`src/common/watchdog_reset_flag_pkg.sv`:
```
// Shared constants and types of the watchdog, reset flag and supply monitor block
package watchdog_reset_flag_pkg;
   // Register indices; the byte address on the bus is four times the index
   localparam logic [5:0] IDX_WDT = 6'h31;
   localparam logic [5:0] IDX_RSF = 6'h3b;
   localparam logic [5:0] IDX_SUP = 6'h34;
   localparam logic [5:0] IDX_UNLOCK = 6'h3c;
   localparam int ADR_W = 8;
   localparam int DAT_W = 32;
   localparam int SEL_W = 4;

   // Watchdog control and status fields
   localparam logic [7:0] WDT_RESET = 8'h00;
   localparam int B_TO_FLAG = 7;
   localparam int B_TO_EN = 6;
   localparam int B_PSEL3 = 5;
   localparam int B_RST_EN = 3;

   // Reset source flag fields
   localparam int B_WD_RST = 3;
   localparam int B_PIN_RST = 1;
   localparam int B_PWR_ON = 0;

   // Supply monitor fields
   localparam int B_LOW_FLAG = 7;
   localparam int B_LOW_EN = 6;

   // Protected change
   localparam logic [7:0] UNLOCK_SIG = 8'hd8;
   localparam int PROT_WINDOW = 4;

   // Watchdog oscillator and time-out range
   localparam int WDOSC_KHZ = 128;
   localparam int CNT_W = 20;
   localparam int BASE_CYCLES = 2048;
   localparam logic [3:0] PSEL_MAX = 4'h9;

   // Synchroniser bit positions
   localparam int S_OSC = 0;
   localparam int S_FUSE = 1;
   localparam int S_PIN = 2;
   localparam int S_LOW = 3;
   localparam int SYNC_W = 4;

   typedef enum logic [1:0] {
      WATCHDOG_RESET_FLAG_STOPPED = 2'h0,
      WATCHDOG_RESET_FLAG_IRQ = 2'h1,
      WATCHDOG_RESET_FLAG_RST = 2'h2,
      WATCHDOG_RESET_FLAG_IRQ_RST = 2'h3
   } watchdog_reset_flag_mode_t;

   typedef enum logic [2:0] {
      WATCHDOG_RESET_FLAG_LVL_OFF = 3'h0,
      WATCHDOG_RESET_FLAG_LVL_POR_L = 3'h1,
      WATCHDOG_RESET_FLAG_LVL_POR_H = 3'h2,
      WATCHDOG_RESET_FLAG_LVL_FLAG_A = 3'h3,
      WATCHDOG_RESET_FLAG_LVL_FLAG_B = 3'h4
   } watchdog_reset_flag_lvl_t;
endpackage

```
`src/common/watchdog_reset_flag_cnt_if.sv`:
```
// Link between the register logic and the watchdog counter
interface watchdog_reset_flag_cnt_if;
   logic tick;
   logic restart;
   logic [3:0] psel;
   logic timeout;
   modport ctl (output tick, output restart, output psel, input timeout);
   modport cnt (input tick, input restart, input psel, output timeout);
endinterface

```
`src/verilog/watchdog_reset_flag_sync.sv`:
```
// Two flip-flop synchroniser for pin inputs
module watchdog_reset_flag_sync #(
   parameter int W = watchdog_reset_flag_pkg::SYNC_W
) (
   input wire logic mclk,
   input wire logic rst,
   input wire logic [W-1:0] d,
   output logic [W-1:0] q
);
   logic [W-1:0] s1;

   // First stage feeds only the second stage
   always_ff @(posedge mclk) begin
      if (rst) begin
         s1 <= '0;
         q <= '0;
      end else begin
         s1 <= d;
         q <= s1;
      end
   end
endmodule

```
`src/verilog/watchdog_reset_flag_wd_counter.sv`:
```
// Watchdog time-out counter driven by oscillator ticks
module watchdog_reset_flag_wd_counter #(
   parameter int CNT_W = watchdog_reset_flag_pkg::CNT_W
) (
   input wire logic mclk,
   input wire logic rst,
   watchdog_reset_flag_cnt_if.cnt bus
);
   logic [CNT_W-1:0] cnt;
   logic [3:0] sel;
   logic [CNT_W-1:0] limit;

   // Reserved codes are clamped to the longest period
   assign sel = (bus.psel > watchdog_reset_flag_pkg::PSEL_MAX) ? watchdog_reset_flag_pkg::PSEL_MAX : bus.psel;
   assign limit = CNT_W'((watchdog_reset_flag_pkg::BASE_CYCLES << sel) - 1); // see RULE11

   always_ff @(posedge mclk) begin
      if (rst || bus.restart) begin // see RULE15
         cnt <= '0;
         bus.timeout <= 1'b0;
      end else begin
         bus.timeout <= 1'b0;
         if (bus.tick) begin // see RULE14
            if (cnt == limit) begin
               cnt <= '0;
               bus.timeout <= 1'b1;
            end else begin
               cnt <= cnt + 1'b1;
            end
         end
      end
   end
endmodule

```
`src/verilog/watchdog_reset_flag_top.sv`:
```
// Watchdog, reset source flags and supply monitor with a Wishbone register port

// What this block does
// RULE1: Time-out in interrupt operation sets the watchdog interrupt flag, bit 7.
// RULE2: Taking the watchdog interrupt vector clears the flag in hardware.
// RULE3: Writing one to the flag clears it; writing zero leaves it.
// RULE4: Interrupt request only with global enable, watchdog enable and flag all set.
// RULE5: Unfused decode: stopped, interrupt, reset, or interrupt then reset.
// RULE6: Fuse programmed forces reset mode regardless of control bits.
// RULE7: Combined mode: first time-out sets flag; vector clears enable and flag.
// RULE8: Combined mode: unserviced flag at next time-out gives a system reset.
// RULE9: Software re-arms the interrupt enable after each interrupt, outside the handler.
// RULE10: Reset enable reads and acts as one while the watchdog reset flag is set.
// RULE11: Prescaler bits 5 and 2:0 select 2048 up to 1048576 oscillator cycles.
// RULE12: Software never writes prescaler codes 1010 to 1111.
// RULE13: Disabling needs restart, flag clear, signature 0xD8, then write within four cycles.
// RULE14: The counter runs from the separate 128 kHz watchdog oscillator.
// RULE15: Counter restarts on restart command, while disabled, and on any reset.
// RULE16: A watchdog reset is a pulse of exactly one system clock.
// RULE17: Supply flag sets on trigger; clears when disabled or supply recovers.
// RULE18: With its enable set, each setting of the supply flag requests an interrupt.
// RULE19: Level 000 off, 001/010 power-on reset, 011/100 flag and interrupt.
// RULE20: Watchdog reset flag, bit 3, set by watchdog reset, cleared by POR or zero.
// RULE21: Pin reset flag, bit 1, set by pin reset, cleared by POR or zero.
// RULE22: Power-on flag, bit 0, set by power-on reset, cleared only by zero.
// RULE23: Software reads then clears the reset flags early after start-up.
module watchdog_reset_flag_top #(
   parameter int PROT_WIN = watchdog_reset_flag_pkg::PROT_WINDOW
) (
   input wire logic mclk,
   input wire logic rst,
   input wire logic wb_cyc,
   input wire logic wb_stb,
   input wire logic wb_we,
   input wire logic [watchdog_reset_flag_pkg::ADR_W-1:0] wb_adr,
   input wire logic [watchdog_reset_flag_pkg::SEL_W-1:0] wb_sel,
   input wire logic [watchdog_reset_flag_pkg::DAT_W-1:0] wb_dat_i,
   output logic [watchdog_reset_flag_pkg::DAT_W-1:0] wb_dat_o,
   output logic wb_ack,
   input wire logic wd_osc_clk,
   input wire logic wd_always_on_fuse,
   input wire logic wd_restart,
   input wire logic wd_vector_taken,
   input wire logic global_irq_enable,
   input wire logic pin_reset_req,
   input wire logic supply_below_level,
   output logic wd_irq_req,
   output logic wd_sys_reset,
   output logic supply_low_irq_req,
   output logic supply_por_req
);
   logic [watchdog_reset_flag_pkg::SYNC_W-1:0] pins_raw;
   logic [watchdog_reset_flag_pkg::SYNC_W-1:0] pins;
   logic osc_d;
   logic pin_d;
   logic pin_rise;
   logic fuse_prog;
   logic below;

   logic wd_timeout_irq_flag;
   logic wd_timeout_irq_enable;
   logic wd_system_reset_enable;
   logic [3:0] wd_prescale_select;
   logic rst_en_eff;
   logic watchdog_reset_flag;
   logic pin_reset_flag;
   logic power_on_reset_flag;
   logic supply_low_flag;
   logic supply_low_irq_enable;
   logic [2:0] supply_trigger_level;
   logic next_supply_low_flag;
   logic [2:0] win_cnt;
   logic win_open;

   logic req;
   logic [5:0] idx;
   logic wr;
   logic [7:0] wd;
   logic wr_wdt;
   logic wr_rsf;
   logic wr_sup;
   logic wr_unlock;
   logic [7:0] rd_byte;
   logic dev_reset;
   logic to_irq;
   logic to_rst;
   logic irq_cond;
   watchdog_reset_flag_pkg::watchdog_reset_flag_mode_t mode;

   watchdog_reset_flag_cnt_if cnt_bus ();

   assign pins_raw = {supply_below_level, pin_reset_req, wd_always_on_fuse, wd_osc_clk};

   watchdog_reset_flag_sync #(
      .W(watchdog_reset_flag_pkg::SYNC_W)
   ) u_sync (
      .mclk(mclk),
      .rst(rst),
      .d(pins_raw),
      .q(pins)
   );

   watchdog_reset_flag_wd_counter #(
      .CNT_W(watchdog_reset_flag_pkg::CNT_W)
   ) u_cnt (
      .mclk(mclk),
      .rst(rst),
      .bus(cnt_bus)
   );

   // Edge detectors read only the second synchroniser stage
   always_ff @(posedge mclk) begin
      if (rst) begin
         osc_d <= 1'b0;
         pin_d <= 1'b0;
      end else begin
         osc_d <= pins[watchdog_reset_flag_pkg::S_OSC];
         pin_d <= pins[watchdog_reset_flag_pkg::S_PIN];
      end
   end

   assign pin_rise = pins[watchdog_reset_flag_pkg::S_PIN] & ~pin_d;
   assign fuse_prog = ~pins[watchdog_reset_flag_pkg::S_FUSE];
   assign below = pins[watchdog_reset_flag_pkg::S_LOW];
   assign dev_reset = wd_sys_reset | pin_rise;

   // Bus decode; writes take effect on the edge that sees ack high
   assign req = wb_cyc & wb_stb;
   assign idx = wb_adr[watchdog_reset_flag_pkg::ADR_W-1:2];
   assign wd = wb_dat_i[7:0];
   assign wr = req & wb_we & wb_ack & wb_sel[0] & (wb_adr[1:0] == 2'h0);
   assign wr_wdt = wr & (idx == watchdog_reset_flag_pkg::IDX_WDT);
   assign wr_rsf = wr & (idx == watchdog_reset_flag_pkg::IDX_RSF);
   assign wr_sup = wr & (idx == watchdog_reset_flag_pkg::IDX_SUP);
   assign wr_unlock = wr & (idx == watchdog_reset_flag_pkg::IDX_UNLOCK);
   assign win_open = win_cnt != 3'h0;

   assign rst_en_eff = wd_system_reset_enable | watchdog_reset_flag | fuse_prog; // see RULE10

   always_comb begin
      rd_byte = 8'h00;
      if (wb_adr[1:0] == 2'h0) begin
         case (idx)
            watchdog_reset_flag_pkg::IDX_WDT: begin
               rd_byte = {wd_timeout_irq_flag, wd_timeout_irq_enable,
                          wd_prescale_select[3], 1'b0, rst_en_eff, wd_prescale_select[2:0]};
            end
            watchdog_reset_flag_pkg::IDX_RSF: begin
               rd_byte = {4'h0, watchdog_reset_flag, 1'b0, pin_reset_flag,
                          power_on_reset_flag};
            end
            watchdog_reset_flag_pkg::IDX_SUP: begin
               rd_byte = {supply_low_flag, supply_low_irq_enable, 3'h0,
                          supply_trigger_level};
            end
            default: begin
               rd_byte = 8'h00;
            end
         endcase
      end
   end

   // Unmapped addresses still ack and read zero so the master never hangs
   always_ff @(posedge mclk) begin
      if (rst) begin
         wb_ack <= 1'b0;
         wb_dat_o <= '0;
      end else begin
         wb_ack <= req & ~wb_ack;
         if (req && !wb_ack) begin
            wb_dat_o <= {24'h00_0000, rd_byte};
         end
      end
   end

   // Protected change window opened by the signature
   always_ff @(posedge mclk) begin
      if (rst) begin
         win_cnt <= 3'h0;
      end else if (wr_unlock && wd == watchdog_reset_flag_pkg::UNLOCK_SIG) begin // see RULE13
         win_cnt <= 3'(PROT_WIN);
      end else if (wr_wdt) begin
         win_cnt <= 3'h0;
      end else if (win_open) begin
         win_cnt <= win_cnt - 3'h1;
      end
   end

   // Operating mode
   always_comb begin
      if (fuse_prog) begin
         mode = watchdog_reset_flag_pkg::WATCHDOG_RESET_FLAG_RST; // see RULE6
      end else begin
         mode = watchdog_reset_flag_pkg::watchdog_reset_flag_mode_t'({rst_en_eff, wd_timeout_irq_enable}); // see RULE5
      end
   end

   always_comb begin
      to_irq = 1'b0;
      to_rst = 1'b0;
      case (mode)
         watchdog_reset_flag_pkg::WATCHDOG_RESET_FLAG_IRQ: begin
            to_irq = cnt_bus.timeout; // see RULE1
         end
         watchdog_reset_flag_pkg::WATCHDOG_RESET_FLAG_RST: begin
            to_rst = cnt_bus.timeout;
         end
         watchdog_reset_flag_pkg::WATCHDOG_RESET_FLAG_IRQ_RST: begin
            // A still pending flag means the handler never ran
            to_rst = cnt_bus.timeout & wd_timeout_irq_flag; // see RULE8
            to_irq = cnt_bus.timeout & ~wd_timeout_irq_flag; // see RULE7
         end
         default: begin
            to_irq = 1'b0;
            to_rst = 1'b0;
         end
      endcase
   end

   assign cnt_bus.tick = pins[watchdog_reset_flag_pkg::S_OSC] & ~osc_d; // see RULE14
   assign cnt_bus.restart = wd_restart | (mode == watchdog_reset_flag_pkg::WATCHDOG_RESET_FLAG_STOPPED) | dev_reset; // see RULE15
   assign cnt_bus.psel = wd_prescale_select; // see RULE11

   // Watchdog control register; a device reset returns it to its reset value
   always_ff @(posedge mclk) begin
      if (rst || dev_reset) begin
         wd_timeout_irq_flag <= watchdog_reset_flag_pkg::WDT_RESET[watchdog_reset_flag_pkg::B_TO_FLAG];
         wd_timeout_irq_enable <= watchdog_reset_flag_pkg::WDT_RESET[watchdog_reset_flag_pkg::B_TO_EN];
         wd_system_reset_enable <= watchdog_reset_flag_pkg::WDT_RESET[watchdog_reset_flag_pkg::B_RST_EN];
         wd_prescale_select <= {watchdog_reset_flag_pkg::WDT_RESET[watchdog_reset_flag_pkg::B_PSEL3],
                                watchdog_reset_flag_pkg::WDT_RESET[2:0]};
      end else begin
         // Set wins over both clears
         if (to_irq) begin
            wd_timeout_irq_flag <= 1'b1; // see RULE1
         end else if (wd_vector_taken) begin
            wd_timeout_irq_flag <= 1'b0; // see RULE2
         end else if (wr_wdt && wd[watchdog_reset_flag_pkg::B_TO_FLAG]) begin
            wd_timeout_irq_flag <= 1'b0; // see RULE3
         end
         if (wd_vector_taken && mode == watchdog_reset_flag_pkg::WATCHDOG_RESET_FLAG_IRQ_RST) begin
            wd_timeout_irq_enable <= 1'b0; // see RULE7
         end else if (wr_wdt) begin
            wd_timeout_irq_enable <= wd[watchdog_reset_flag_pkg::B_TO_EN];
         end
         if (watchdog_reset_flag) begin
            wd_system_reset_enable <= 1'b1; // see RULE10
         end else if (wr_wdt && (wd[watchdog_reset_flag_pkg::B_RST_EN] || win_open)) begin
            wd_system_reset_enable <= wd[watchdog_reset_flag_pkg::B_RST_EN]; // see RULE13
         end
         // Fused parts change the period only inside the window
         if (wr_wdt && (win_open || !fuse_prog)) begin
            wd_prescale_select <= {wd[watchdog_reset_flag_pkg::B_PSEL3], wd[2:0]};
         end
      end
   end

   // Outgoing requests
   assign irq_cond = global_irq_enable & wd_timeout_irq_enable & wd_timeout_irq_flag;

   always_ff @(posedge mclk) begin
      if (rst) begin
         wd_irq_req <= 1'b0;
         wd_sys_reset <= 1'b0;
      end else begin
         wd_irq_req <= irq_cond; // see RULE4
         wd_sys_reset <= to_rst & ~wd_sys_reset; // see RULE16
      end
   end

   // Reset source flags; the block reset stands for the power-on reset
   always_ff @(posedge mclk) begin
      if (rst) begin
         power_on_reset_flag <= 1'b1; // see RULE22
         watchdog_reset_flag <= 1'b0; // see RULE20
         pin_reset_flag <= 1'b0; // see RULE21
      end else begin
         watchdog_reset_flag <= wd_sys_reset |
            (watchdog_reset_flag & ~(wr_rsf & ~wd[watchdog_reset_flag_pkg::B_WD_RST])); // see RULE20
         pin_reset_flag <= pin_rise |
            (pin_reset_flag & ~(wr_rsf & ~wd[watchdog_reset_flag_pkg::B_PIN_RST])); // see RULE21
         power_on_reset_flag <= power_on_reset_flag &
            ~(wr_rsf & ~wd[watchdog_reset_flag_pkg::B_PWR_ON]); // see RULE22
      end
   end

   // Supply monitor
   always_comb begin
      next_supply_low_flag = supply_low_flag;
      if (supply_trigger_level == watchdog_reset_flag_pkg::WATCHDOG_RESET_FLAG_LVL_FLAG_A ||
          supply_trigger_level == watchdog_reset_flag_pkg::WATCHDOG_RESET_FLAG_LVL_FLAG_B) begin
         if (below) begin
            next_supply_low_flag = 1'b1; // see RULE19
         end else begin
            next_supply_low_flag = 1'b0; // see RULE17
         end
      end else begin
         next_supply_low_flag = 1'b0; // see RULE17
      end
      if (wr_sup && !below) begin
         if (!wd[watchdog_reset_flag_pkg::B_LOW_FLAG] || wd[2:0] != supply_trigger_level) begin
            next_supply_low_flag = 1'b0;
         end
      end
   end

   always_ff @(posedge mclk) begin
      if (rst) begin
         supply_low_flag <= 1'b0;
         supply_low_irq_enable <= 1'b0;
         supply_trigger_level <= watchdog_reset_flag_pkg::WATCHDOG_RESET_FLAG_LVL_OFF;
         supply_low_irq_req <= 1'b0;
         supply_por_req <= 1'b0;
      end else begin
         supply_low_flag <= next_supply_low_flag; // see RULE17
         if (wr_sup) begin
            supply_low_irq_enable <= wd[watchdog_reset_flag_pkg::B_LOW_EN];
            supply_trigger_level <= wd[2:0];
         end
         supply_low_irq_req <= supply_low_irq_enable &
            next_supply_low_flag & ~supply_low_flag; // see RULE18
         supply_por_req <= below &
            (supply_trigger_level == watchdog_reset_flag_pkg::WATCHDOG_RESET_FLAG_LVL_POR_L ||
             supply_trigger_level == watchdog_reset_flag_pkg::WATCHDOG_RESET_FLAG_LVL_POR_H); // see RULE19
      end
   end
endmodule

```
`config.mk`:
```
export PLATFORM = sky130hd
export DESIGN_NAME = watchdog_reset_flag_top
export DESIGN_NICKNAME = d
export VERILOG_FILES = /design/src/common/watchdog_reset_flag_pkg.sv /design/src/common/watchdog_reset_flag_cnt_if.sv /design/src/verilog/watchdog_reset_flag_sync.sv /design/src/verilog/watchdog_reset_flag_wd_counter.sv /design/src/verilog/watchdog_reset_flag_top.sv
export SDC_FILE = /design/constraint.sdc
export NUM_CORES = 1
export LEC_CHECK = 0
export BUFFER_PORTS_ARGS = -buffer_cell sky130_fd_sc_hd__buf_4
export CORE_AREA = 2 2 84 86
export DETAILED_ROUTE_END_ITERATION = 10
export DIE_AREA = 0 0 86 88
export PLACE_DENSITY = 0.75
export SYNTH_ARGS = -nofsm -noshare
export SYNTH_HDL_FRONTEND = slang
export SYNTH_SLANG_ARGS = --single-unit
```
`constraint.sdc`:
```
create_clock -name mclk -period 6.9 [get_ports mclk]
set_input_delay 1.38 -clock mclk [delete_from_list [all_inputs] [get_ports mclk]]
set_output_delay 1.38 -clock mclk [all_outputs]
set_load 0.01 [all_outputs]
```
==> flow_summary.json <==
{
  "synth_edf_count": 0,
  "syn-cell-area_um2": 3100,
  "numCtsBuffers": 9,
  "port_buffers": 40,
  "io_pins": 93,
  "wl_per_cell_um": 13.6,
  "cts-htree-levels": 3,
  "grt_pass1_vias": 2397,
  "max_slew_margin_pct": 35.1,
  "cts_setup_buffers": 0,
  "cts_tree": "built",
  "final_nets": 453,
  "cpPeakStageDelay_ns": 0.88,
  "cts-resized-gates": 0,
  "placed_cell_area_um2": 3360,
  "drtIter0Drc": 102,
  "drt-total-wl_um": 6520,
  "setup_tns_ns": 0,
  "clock.fmax_mhz": 305,
  "via_per_inst": 5.28,
  "grt_max_degree": 31,
  "outcome": "finished clean",
  "insertion_delay_ns": 0.35,
  "drtPass1Iterations": 4,
  "ir_drop_uv": 160,
  "syn_inst": 356,
  "cp-start-kind": "flip-flop",
  "worstSetupPathDepth": 7,
  "die_y_um": 88,
  "area_delta_synth_final_pct": 14.8,
  "avgSynthCellArea_um2": 8.70,
  "clk_pin_slew_ns": 0.07,
  "worst_pin_slew_ns": 0.974,
  "synth_seq_cells": 61,
  "period_minus_slack_ns": 3.28,
  "place_congestion": 0.825,
  "rr_worst_depth": 7,
  "hold_violations": 0,
  "grt_pass1_wl_um": 10800,
  "mostFrequentLayoutCell": "dfxtp_1",
  "grt_util_all_layers_pct": 18.4,
  "endpoint_kind": "flip-flop",
  "use_met1_pct": 20.8,
  "hold_buffers": 0,
  "met2_usage_pct": 32.5,
  "rsz0062_at_grt": "no",
  "stdcell_count": 478,
  "drtAntennaViolNets": 0,
  "post-dp-hpwl_um": 4630,
  "design_area_um2": 3560,
  "leakagePower_nw": 1.29,
  "fp.dieW_um": 86,
  "dpl.cell_count": 462,
  "cts.sinks": 61,
  "path_buf_inv": 0,
  "crit_family": "compound AO/OA/AOI/OAI gates",
  "drcViolationCount": 0,
  "hold_ws_ns": 0.438,
  "cp_cell_sequence": "or4b_2 > ha_1 > or4_1 > a21oi_1 > a31oi_1 > a2111oi_4 > a211oi_1",
  "report.final.slew_viol_count": 0,
  "synth_top_area_share_pct": 39.4,
  "clock_skew_ns": 0.0121,
  "fp.dieArea_um2": 7570,
  "layout-drive-gt1-share_pct": 17.1,
  "grt_use_met3_pct": 7.35,
  "dp_worst_setup_slack_ns": 3.63,
  "coreArea_um2": 6640,
  "layout_common_cells": "61 x dfxtp_1, 44 x buf_4, 29 x nand2_1",
  "holdPathStages": 1,
  "worst-endpoint-required_ns": 7.08,
  "cts.path.max_buffers": 2,
  "yosysSeqAreaShare_pct": 39.4,
  "path_max_fanout": 16,
  "grt-ovfl-total": 0,
  "arrival_ns": 3.47,
  "slowest_stage": "a2111oi_4",
  "synth.distinct_cells": 55,
  "top_usage_layer": "met2",
  "antenna_found_initial": 0,
  "vias": 2523,
  "synth_ff_type": "dfxtp_1",
  "ys_top_cells_by_area": "dfxtp_1 39%, buf_4 6.1%, xnor2_1 4.8%",
  "hold_path.class": "flip-flop to flip-flop",
  "critical_path_class": "flip-flop to flip-flop",
  "p_per_area_nw_per_um2": 215,
  "finish.utilization_pct": 53.5,
  "cts-root-buf": "clkbuf_8",
  "start_util_pct": 46.6,
  "fill_cells": 631,
  "yosysWarnings": 0,
  "fin_crit_sh_pct": 47.6,
  "synth_top_cell_by_area": "dfxtp_1",
  "max_cap_viol_count": 0,
  "n_antenna_cell": 0,
  "total_power_mw": 0.764,
  "async_flop_share_pct": 0,
  "setup_viol": 0,
  "num_rows": 30,
  "setup_slack_ns": 3.62
}
-- kinds of logic after synthesis --
logic type,synth area share (%)
multiplexers,1.98
buffers and inverters,9.61
adder cells (fa/ha/maj),1.62
flip-flops,39.4
AO/OA/AOI/OAI,14.6
AND/OR/NAND/NOR,25.3
XOR/XNOR,7.35
other,0.121
-- layer usage --
metal,wire [um],share of wire (%),vias to the layer above
li1,-,-,1293
met1,2770,43,1168
met2,3350,51,58
met3,350,5.4,4
met4,46,0.71,0
met5,0,0,-
-- Yosys cell counts (all sizes together) (3+ instances only) --
| cell | n |
|---|---|
| dfxtp | 61 |
| buf | 29 |
| nand2 | 29 |
| nor2 | 28 |
| a21oi | 17 |
| xnor2 | 17 |
| nand3 | 14 |
| a211oi | 13 |
| clkbuf | 13 |
| nor2b | 12 |
| nand4 | 11 |
| nand2b | 10 |
| nor3 | 9 |
| o21ai | 9 |
| xor2 | 9 |
| inv | 8 |
| mux2i | 5 |
| nor4 | 5 |
| ha | 4 |
| nand3b | 4 |
| nor4b | 4 |
| a22o | 3 |
| a22oi | 3 |
| and3 | 3 |
-- final cells by class --
type,count,area (um^2),share of cell area (%)
clock inverter,7,75.1,2.11
tap,80,100,2.81
sequential,61,1220,34.3
inverter,8,30.0,0.844
timing repair buffer,44,330,9.29
clock buffer,9,124,3.48
multi-input combinational,269,1680,47.1
-- worst reg2reg max path, stage by stage (launching register included) --
cell       delay [ns]
dfxtp_1          0.43
or4b_2           0.71
ha_1             0.26
or4_1            0.43
a21oi_1          0.15
a31oi_1          0.08
a2111oi_4        0.88
a211oi_1         0.18
-- registers in the layout, indices dropped and copies added, names as in the netlist, 3 cells and up --
| register | count |
|---|---|
| u_cnt.cnt | 20 |
| cnt_bus.psel | 4 |
| supply_trigger_level | 3 |
| win_cnt | 3 |
| u_sync.q | 4 |
| wb_dat_o | 7 |
| u_sync.s1 | 4 |
-- power breakdown --
| group | switching, mW | internal (mW) | total [mW] | leakage [nW] |
|---|---|---|---|---|
| Combinational | 0.0442 | 0.0370 | 0.0812 | 0.709 |
| Sequential | 0.00444 | 0.363 | 0.367 | 0.494 |
| Clock | 0.149 | 0.168 | 0.316 | 0.0918 |
| Total | 0.197 | 0.567 | 0.764 | 1.29 |
-- final timing paths --
check / from / to / slack [ns]
worst min-delay path: u_sync.s1[0]$_SDFF_PP0_ / u_sync.q[0]$_SDFF_PP0_ / 0.44
worst max register to register: cnt_bus.psel[1]$_SDFFE_PP0P_ / u_cnt.cnt[16]$_SDFFE_PP0P_ / 3.62
worst max-delay path: cnt_bus.psel[1]$_SDFFE_PP0P_ / u_cnt.cnt[16]$_SDFFE_PP0P_ / 3.62
worst min register to register: u_sync.s1[0]$_SDFF_PP0_ / u_sync.q[0]$_SDFF_PP0_ / 0.44
Note: power is estimated with default switching activity, not from simulation.
